### src/rtl/game_port_defs.vh
// constants shared by the game port motion decoder and its axis counter
`ifndef GAME_PORT_DEFS_VH
`define GAME_PORT_DEFS_VH

// apb register byte offsets
`define OFS_PORT0_MOTION_COUNTERS 8'h00
`define OFS_PORT1_MOTION_COUNTERS 8'h04
`define OFS_IO_PORT_A_DATA        8'h08
`define OFS_IO_PORT_A_DIRECTION   8'h0c
`define OFS_PORT_MODE             8'h10

// reset values
`define RST_MOTION_COUNT          8'h00
`define RST_IO_PORT_A_DATA        8'h00
`define RST_IO_PORT_A_DIRECTION   8'h00
`define RST_PORT_MODE             2'h0
`define RST_SYNC_LEVEL            1'h1

// motion register field positions
`define Y_COUNT_MSB               15
`define Y_COUNT_LSB               8
`define X_COUNT_MSB               7
`define X_COUNT_LSB               0

// joystick encoding bit positions
`define JOY_LEFT_BIT              9
`define JOY_FWD_XOR_BIT           8
`define JOY_RIGHT_BIT             1
`define JOY_BACK_XOR_BIT          0

// port a fire button bit positions
`define FIRE_PORT0_BIT            7
`define FIRE_PORT1_BIT            6

// port mode register bit positions (1 = joystick, 0 = mouse)
`define MODE_PORT0_BIT            0
`define MODE_PORT1_BIT            1

// axis counter start-up settle count
`define SETTLE_DONE               2'h3

`endif

### src/rtl/quad_axis_counter.v
// one quadrature decoder and 8-bit up/down displacement counter
`timescale 1ns/100ps
`include "game_port_defs.vh"

module quad_axis_counter (
    input  wire       sys_clk,
    input  wire       rst_b,
    input  wire       phase_a,
    input  wire       phase_b,
    output wire [7:0] count
);

    reg  [7:0] count_q;
    reg  [7:0] count_d;
    reg        prev_a_q;
    reg        prev_b_q;
    reg  [1:0] settle_q;
    wire       step_up;
    wire       step_down;

    // a leading b steps up, b leading a steps down; a double change is
    // a missed edge and is dropped rather than guessed
    assign step_up   = prev_b_q ^ phase_a;
    assign step_down = prev_a_q ^ phase_b;

    // next count, wrapping in 8 bits
    always @* begin
        count_d = count_q;
        if (settle_q == `SETTLE_DONE && (step_up ^ step_down)) begin
            if (step_up) begin
                count_d = count_q + 8'h01;
            end else begin
                count_d = count_q - 8'h01;
            end
        end
    end

    // settle counter hides the jump from reset levels to the real pin levels
    always @(posedge sys_clk) begin
        if (!rst_b) begin
            count_q  <= `RST_MOTION_COUNT;
            prev_a_q <= `RST_SYNC_LEVEL;
            prev_b_q <= `RST_SYNC_LEVEL;
            settle_q <= 2'h0;
        end else begin
            count_q  <= count_d;
            prev_a_q <= phase_a;
            prev_b_q <= phase_b;
            if (settle_q != `SETTLE_DONE) begin
                settle_q <= settle_q + 2'h1;
            end
        end
    end

    assign count = count_q;

endmodule // quad_axis_counter

### src/rtl/game_port_motion_decoder.v
// two-port game controller input logic: quadrature counters, joystick encoding, port a
`timescale 1ns/100ps
`include "game_port_defs.vh"

// What this block does
// - motion register holds Y high, X low
// - up/left decrement, down/right increment
// - vertical pins drive 15:8, horizontal 7:0
// - counters valid and readable at any time
// - joystick bits: 9^8 fwd, 9 left, 1^0 back, 1 right
// - left/right pins double as buttons
// - fire buttons on port A bits 7, 6
// - fire bits show current switch state while direction bits 7:6 are clear
// - two independent ports, right feeds port 1

// register map, one 32-bit word each, unused upper bits read zero
//   0x00 port 0 motion counters, read only
//   0x04 port 1 motion counters, read only
//   0x08 port a data: latch on write, pin or latch on read
//   0x0c port a direction: 1 = output, reset leaves all inputs
//   0x10 controller mode: bit 0 port 0, bit 1 port 1, 1 = joystick
// a write to a counter or any access to an unmapped word gets pslverr

// connector pins, the same on both ports
//   pin 1 y pulse, or the forward switch
//   pin 2 x pulse, or the back switch
//   pin 3 y quadrature, or the left switch
//   pin 4 x quadrature, or the right switch
//   pin 6 fire button, low while pressed
//   pins 5 and 9 are not used by this block
// the left connector is port 0, the right connector port 1

module game_port_motion_decoder (
    input  wire        sys_clk,
    input  wire        rst_b,
    // apb slave
    input  wire [7:0]  paddr,
    input  wire        psel,
    input  wire        penable,
    input  wire        pwrite,
    input  wire [31:0] pwdata,
    output wire [31:0] prdata,
    output wire        pready,
    output wire        pslverr,
    // left connector (port 0): pins 1..4 and fire, all active low switches or pulses
    input  wire        port0_y_pulse,
    input  wire        port0_x_pulse,
    input  wire        port0_y_quad_b_input,
    input  wire        port0_x_quad_b_input,
    input  wire        port0_primary_button_n,
    // right connector (port 1)
    input  wire        port1_y_pulse,
    input  wire        port1_x_pulse,
    input  wire        port1_y_quad_b_input,
    input  wire        port1_x_quad_b_input,
    input  wire        port1_primary_button_n,
    // remaining general purpose port a pins 5:0
    input  wire [5:0]  io_port_a_i,
    output wire [5:0]  io_port_a_o,
    output wire [5:0]  io_port_a_oe_n
);

    // synchroniser stages for 4 axes x 2 phases, 2 fire buttons, 6 port pins
    reg  [15:0] sync1_q;
    reg  [15:0] sync2_q;
    wire [15:0] raw_pins;

    // axis order: 0 = port0 x, 1 = port0 y, 2 = port1 x, 3 = port1 y
    wire [3:0]  axis_a;
    wire [3:0]  axis_b;
    wire [31:0] axis_count;

    wire        fire0_s;
    wire        fire1_s;
    wire [5:0]  pins_s;

    reg  [7:0]  port_a_data_q;
    reg  [7:0]  port_a_dir_q;
    reg  [1:0]  port_mode_q;

    wire [15:0] port0_word;
    wire [15:0] port1_word;
    wire [31:0] port_words;
    wire [7:0]  port_a_pins;
    wire [7:0]  port_a_read;

    reg  [31:0] prdata_q;
    reg  [31:0] rdata_d;
    reg         pslverr_q;
    reg         decode_err;

    wire        setup_phase;
    wire        write_strobe;
    wire        counter_hit;
    wire        refuse_d;
    wire        wr_port_a_data;
    wire        wr_port_a_dir;
    wire        wr_port_mode;

    // pin vector, one place to see which pin lands on which sync bit
    assign raw_pins = {io_port_a_i,
                       port1_primary_button_n, port0_primary_button_n,
                       port1_y_quad_b_input, port1_y_pulse,
                       port1_x_quad_b_input, port1_x_pulse,
                       port0_y_quad_b_input, port0_y_pulse,
                       port0_x_quad_b_input, port0_x_pulse};

    // two-flop sync
    // stage one feeds stage two only; idle pins are pulled high, so reset to one
    always @(posedge sys_clk) begin
        if (!rst_b) begin
            sync1_q <= 16'hffff;
            sync2_q <= 16'hffff;
        end else begin
            sync1_q <= raw_pins;
            sync2_q <= sync1_q;
        end
    end

    // split the synchronised vector back into its groups
    assign fire0_s = sync2_q[8];
    assign fire1_s = sync2_q[9];
    assign pins_s  = sync2_q[15:10];

    // independent axes
    // each axis takes its pulse pin as phase a and its quadrature pin as phase b
    genvar g;
    generate
        for (g = 0; g < 4; g = g + 1) begin : axis
            assign axis_a[g] = sync2_q[2*g];
            assign axis_b[g] = sync2_q[2*g+1];
            quad_axis_counter u_count (
                .sys_clk (sys_clk),
                .rst_b   (rst_b),
                .phase_a (axis_a[g]),
                .phase_b (axis_b[g]),
                .count   (axis_count[8*g+7:8*g])
            );
        end
    endgenerate

    // per-port register word; port g owns axis 2g (x) and axis 2g+1 (y)
    generate
        for (g = 0; g < 2; g = g + 1) begin : ctl_port
            wire        fwd_on;
            wire        back_on;
            wire        left_on;
            wire        right_on;
            wire [15:0] joy_word;
            wire [15:0] mouse_word;

            // switches close to ground, so a pressed switch reads one after inversion
            assign fwd_on   = ~axis_a[2*g+1];
            assign back_on  = ~axis_a[2*g];
            assign left_on  = ~axis_b[2*g+1];
            assign right_on = ~axis_b[2*g];

            // left/right bits also read as buttons
            // the xor coding lets one register serve both controller kinds
            assign joy_word[`JOY_LEFT_BIT]     = left_on;
            assign joy_word[`JOY_FWD_XOR_BIT]  = left_on ^ fwd_on;
            assign joy_word[`JOY_RIGHT_BIT]    = right_on;
            assign joy_word[`JOY_BACK_XOR_BIT] = right_on ^ back_on;
            assign joy_word[15:10]             = 6'h00;
            assign joy_word[7:2]               = 6'h00;

            // y high byte, x low byte
            // vertical to 15:8, horizontal to 7:0
            assign mouse_word[`Y_COUNT_MSB:`Y_COUNT_LSB] = axis_count[16*g+15:16*g+8];
            assign mouse_word[`X_COUNT_MSB:`X_COUNT_LSB] = axis_count[16*g+7:16*g];

            // both views stay live, so a mode change shows on the very next read
            assign port_words[16*g+15:16*g] = port_mode_q[g] ? joy_word : mouse_word;
        end
    endgenerate

    // port 1 is fed by the right connector
    assign port0_word = port_words[15:0];
    assign port1_word = port_words[31:16];

    // fire bits on port a
    // fire buttons sit on bits 7 and 6, the general pins below them
    assign port_a_pins[`FIRE_PORT0_BIT] = fire0_s;
    assign port_a_pins[`FIRE_PORT1_BIT] = fire1_s;
    assign port_a_pins[5:0]             = pins_s;

    // live switch state on input bits, data latch on output bits
    // input bits show the pin, output bits echo the data latch; the fire
    // pins are never driven, so setting them to output only hides the button
    generate
        for (g = 0; g < 8; g = g + 1) begin : port_a_bit
            assign port_a_read[g] = port_a_dir_q[g] ? port_a_data_q[g] : port_a_pins[g];
        end
    endgenerate

    // general pins: drive only where the direction bit is set
    assign io_port_a_o    = port_a_data_q[5:0];
    assign io_port_a_oe_n = ~port_a_dir_q[5:0];

    // apb phases
    assign setup_phase  = psel & ~penable;
    assign write_strobe = psel & penable & pwrite;

    // counters are read-only; a write to them is refused, not dropped silently
    assign counter_hit = (paddr == `OFS_PORT0_MOTION_COUNTERS) ||
                         (paddr == `OFS_PORT1_MOTION_COUNTERS);
    assign refuse_d    = decode_err | (pwrite & counter_hit);

    // one write enable per writable register
    assign wr_port_a_data = write_strobe & (paddr == `OFS_IO_PORT_A_DATA);
    assign wr_port_a_dir  = write_strobe & (paddr == `OFS_IO_PORT_A_DIRECTION);
    assign wr_port_mode   = write_strobe & (paddr == `OFS_PORT_MODE);

    // read at any time
    // read mux; counters are sampled in the setup cycle, no frame timing involved
    always @* begin
        rdata_d    = 32'h00000000;
        decode_err = 1'b0;
        case (paddr)
            `OFS_PORT0_MOTION_COUNTERS: begin
                rdata_d = {16'h0000, port0_word};
            end
            `OFS_PORT1_MOTION_COUNTERS: begin
                rdata_d = {16'h0000, port1_word};
            end
            `OFS_IO_PORT_A_DATA: begin
                rdata_d = {24'h000000, port_a_read};
            end
            `OFS_IO_PORT_A_DIRECTION: begin
                rdata_d = {24'h000000, port_a_dir_q};
            end
            `OFS_PORT_MODE: begin
                rdata_d = {30'h0, port_mode_q};
            end
            default: begin
                decode_err = 1'b1;
            end
        endcase
    end

    // read data captured at the setup edge, so prdata comes from a flop
    // while the slave still answers with no wait state
    // writes capture zero so a stale read value never leaks
    always @(posedge sys_clk) begin
        if (!rst_b) begin
            prdata_q <= 32'h00000000;
        end else if (setup_phase) begin
            prdata_q <= pwrite ? 32'h00000000 : rdata_d;
        end
    end

    // refusal flag, captured with the read data and shown in the access cycle
    always @(posedge sys_clk) begin
        if (!rst_b) begin
            pslverr_q <= 1'b0;
        end else if (setup_phase) begin
            pslverr_q <= refuse_d;
        end
    end

    // direction bits 7:6 clear for fire input
    // whole-byte write, software keeps other bits
    // direction register; reset leaves every pin an input
    always @(posedge sys_clk) begin
        if (!rst_b) begin
            port_a_dir_q <= `RST_IO_PORT_A_DIRECTION;
        end else if (wr_port_a_dir) begin
            port_a_dir_q <= pwdata[7:0];
        end
    end

    // port a data latch, driven onto pins only where the direction bit is set
    always @(posedge sys_clk) begin
        if (!rst_b) begin
            port_a_data_q <= `RST_IO_PORT_A_DATA;
        end else if (wr_port_a_data) begin
            port_a_data_q <= pwdata[7:0];
        end
    end

    // controller mode, one bit per port; reset gives mouse mode on both
    always @(posedge sys_clk) begin
        if (!rst_b) begin
            port_mode_q <= `RST_PORT_MODE;
        end else if (wr_port_mode) begin
            port_mode_q <= pwdata[1:0];
        end
    end

    // zero-wait answer in every access cycle
    assign pready  = psel & penable;
    assign prdata  = prdata_q;
    assign pslverr = pslverr_q & psel & penable;

endmodule // game_port_motion_decoder

### config.mk
export PLATFORM = sky130hd
export DESIGN_NAME = game_port_motion_decoder
export DESIGN_NICKNAME = d
export VERILOG_FILES = /design/src/rtl/quad_axis_counter.v /design/src/rtl/game_port_motion_decoder.v
export VERILOG_INCLUDE_DIRS = /design/src /design/src/rtl
export SDC_FILE = /design/constraint.sdc
export NUM_CORES = 1
export LEC_CHECK = 0
export BUFFER_PORTS_ARGS = -buffer_cell sky130_fd_sc_hd__buf_4
export CORE_ASPECT_RATIO = 0.7
export CORE_UTILIZATION = 40
export DETAILED_ROUTE_END_ITERATION = 6
export GPL_TIMING_DRIVEN = 0
export HOLD_SLACK_MARGIN = 0.08
export PLACE_DENSITY = 0.64
export SYNTH_ARGS = -nofsm -noshare
export SYNTH_HDL_FRONTEND = slang
export SYNTH_SLANG_ARGS = --single-unit
### constraint.sdc
create_clock -name sys_clk -period 2.6 [get_ports sys_clk]
set_input_delay 0.26 -clock sys_clk [delete_from_list [all_inputs] [get_ports sys_clk]]
set_output_delay 0.26 -clock sys_clk [all_outputs]
set_load 0.1 [all_outputs]
==> reports/metrics.yaml <==
cts:
  cts_made_buffers: 17
  clk_latency_ps: 420
  clk_pin_slew_ps: 60
  post-cts-setup-buffer-count: 0
  htree_levels: 4
  clock_path_buffers: 2
  cts_resized: 0
  clock-root-buffer: "clkbuf_16"
  cts_tree: "yes"
  cts_hold_buffers: 16
  clock_sinks: 115
finish:
  final_layout_size_suffix_gt1_share_pct: 16.89
  finalNetCount: 808
  fillCellCount: 1198
  final_util_pct: 53.08
  area_delta_synth_final_pct: 28.22
setup_path:
  reg2reg_to: "axis[2].u_count.count[6]"
  worst-path-buf-inv: 0
  worstPathCellList: "xor2_2 > xnor2_1 > ha_1 > or4_1 > nor4_1 > o211ai_1 > xnor2_1 > and2_1"
  critPathKind: "register to register"
  reg2reg_depth: 8
  crit_family: "simple AND/OR/NAND/NOR gates"
  critPathMaxFanout: 9
  worstPathRequired_ps: 2910
  cp_slowest_cell: "dfxtp_1"
  critPathMaxStageDelay_ps: 460
  rrSetupSlack_ps: 120
  crit-reg2reg-launch: "sync2_q[4]"
  cp.arrival_ps: 2790
  cp.depth: 8
  crit_path_start_kind: "register"
  crit_path_end_kind: "register"
  path_common_cell: "xnor2_1"
floorplan:
  core_mm2: 0.01327
  die_h_um: 100.0
  io_pins: 107
  fp.dieArea_mm2: 0.01421
  die_w_um: 142.1
  num_rows: 35
  start_util_pct: 41.40
place:
  io_buffers: 64
  hpwl_um: 10580
  gp_congestion: 0.8891
yosys:
  synth_fa_ha_area_share_pct: 1.822
  synthTopCellsByArea: "dfxtp_1 42%, nand2b_1 6.0%, xnor2_1 5.9%"
  synth.largest_area_cell: "dfxtp_1"
  yosysWarnings: 0
  synth-simple-area-share_pct: 27.11
  synth_ff_type: "dfxtp_1"
  synth_xor_area_share_pct: 7.904
  synth-edff-count: 0
  synthArstFlopShare_pct: 0
  synth.distinct_cells: 54
  synth_top_area_share_pct: 41.91
  synthMuxAreaShare_pct: 1.822
  ys_seq_area_share_pct: 41.91
  synthCells: 625
  synth.avg_cell_area_um2: 8.788
  ys_ff_latch: 115
  synth_area_mm2: 0.005493
  synth-compound-area-share_pct: 13.03
  synth_top_family_by_area: "simple AND/OR/NAND/NOR gates"
grt:
  grt_max_degree: 17
  grt_antenna_before_repair: 0
  grt_pass1_wl_um: 23440
  grt_usage_pct: 21.53
  grt.overflow.total: 0
  grt_pass1_vias: 4521
run_status:
  status: "finished, violations left"
  violations: "DRC"
power_and_ir_drop:
  p_sw_uw: 1346
  intPower_uw: 3605
  pwr-share-clk_pct: 49.6
  vdd_drop_max_v: 0.0004384
  powerDensity_mw_per_mm2: 702.9
  pwr-share-comb_pct: 12.1
  p_seq_share_pct: 38.3
  p_sw_share_pct: 27.18
  leakage_uw: 0.002747
timing:
  max_slew_margin_pct: 36.21
  drv_slew: 0
  hold_violations: 0
  worst_pin_slew_ps: 948.1
  setup_viol: 0
  skew_ps: 7.063
  fmax_ghz: 0.4038
  final.period_utilization_pct: 95.26
  tns_ps: 0
  rsz0062_at_grt: "false"
  period_minus_slack_ps: 2477
drt:
  antenna_left: 0
  drc_errors: 7
  num_vias: 4902
  postRouteWirelength_um: 14600
  via_per_inst: 5.226
  drt-initial-drc-count: 617
  wl_per_cell_um: 15.57
  drt_pre_antenna_iters: 7
min_path:
  hold_depth: 3
  hold_path_class: "input port to register"
  min_from: "pwdata[2]"
  min_to: "port_a_data_q[2]"
run:
  cap_violations: 0
==> synth_stat cells (all sizes together), types with 11 or more instances <==
library cell and count:
o21ai 46, inv 13, clkbuf 31, dfxtp 115, buf 26, nand2 42
xnor2 37, nor2 22, nand3 33, nor3 17, o211ai 11, and2 33
nand2b 53, a21oi 11
==> cells by family (layout without fill, tap and decap cells) <==
kind of cell | Yosys count | count (layout)
and+or+nand+nor | 262 | 262
DFF | 115 | 115
AOI/OAI and AO/OA | 112 | 112
buffers and inverters | 70 | 182
xor gates and xnor gates | 47 | 47
muxes | 10 | 10
adders and majority gates | 8 | 8
other | 1 | 17
==> metal layers <==
metal  wire [µm]  part of all wire [%]  global-route usage, %  up-vias
li1            -                     -                      -     2386
met1        6670                    46                  29.74     2277
met2        6456                    44                  33.14      210
met3        1223                   8.4                  4.866       29
met4         253                   1.7                  7.196        0
met5           0                     0                      0        -
==> power by group through the flow <==
stage | clock [µW] | sequential, µW | combinational, µW
floorplan | 0 | 1910 | 439
global placement | 0 | 1930 | 552
detailed placement | 0 | 1930 | 571
CTS | 2480 | 1890 | 592
global route | 2570 | 1900 | 648
finish | 2460 | 1900 | 597
==> registers in the layout, indices dropped and copies added (netlist names) <==
| signal | count |
|---|---|
| axis.u_count.count | 32 |
| port_mode_q | 2 |
| pslverr_q | 1 |
| prdata | 16 |
| port_a_data_q | 8 |
| axis.u_count.prev_a_q | 4 |
| sync1_q | 16 |
| axis.u_count.settle_q | 8 |
| port_a_dir_q | 8 |
| sync2_q | 16 |
| axis.u_count.prev_b_q | 4 |
==> cells in the final DEF (no fill, tap or decap), types with 17 or more instances in the layout <==
| cell | Yosys | routed |
|---|---|---|
| nand2b_1 | 53 | 53 |
| xnor2_1 | 37 | 37 |
| nand2_1 | 42 | 42 |
| buf_4 | 22 | 86 |
| dfxtp_1 | 115 | 115 |
| and2_1 | 33 | 33 |
| nor2_1 | 21 | 21 |
| clkbuf_1 | 31 | 31 |
| o21ai_0 | 46 | 46 |
| clkbuf_16 | 0 | 17 |
| nand3_1 | 33 | 33 |
==> area by class of cell <==
class | count | area [µm²] | area share, %
Multi-Input combinational cell | 455 | 2899 | 41.16
Clock buffer | 17 | 425.4 | 6.040
Antenna cell | 1 | 2.502 | 0.03553
Buffer | 57 | 299.0 | 4.246
Inverter | 13 | 48.80 | 0.6928
Timing Repair Buffer | 80 | 640.6 | 9.096
Clock inverter | 15 | 193.9 | 2.754
Tap cell | 185 | 231.5 | 3.287
Sequential cell | 115 | 2302 | 32.69
==> how the worst max path moves through the flow <==
stage                     startpoint                        to  slack [ps]
after floorplan           sync2_q[4]  axis[2].u_count.count[6]         470
after global placement    sync2_q[4]  axis[2].u_count.count[6]         310
after detailed placement  sync2_q[4]  axis[2].u_count.count[6]         190
after CTS                 sync2_q[4]  axis[2].u_count.count[6]         160
after global routing      sync2_q[4]  axis[2].u_count.count[6]           4
final                     sync2_q[4]  axis[2].u_count.count[6]         120
==> through the flow <==
step / instances / total power (µW) / setup slack (ps) / area [µm²] / hold WS (ps)
6_report: 938 / 4950 / 123.3 / 7043 / 116.9
5_1_grt: 937 / 5122 / 3.815 / 7041 / 134.5
4_1_cts: 937 / 4965 / 163.1 / 7041 / 102.4
3_5_place_dp: 889 / 2503 / 185.0 / 6261 / 390.9
3_3_place_gp: 889 / 2479 / 308.9 / 6261 / 389.9
2_1_floorplan: 640 / 2353 / 470.2 / 5549 / 361.5
==> tightest hold or removal path: cells and delay by family <==
| kind | cells | cell delay (ps) |
|---|---|---|
| simple gates | 1 | 60 |
| buf+inv | 1 | 110 |
| compound gates | 1 | 60 |
Note: power is estimated with default switching activity, not from simulation.
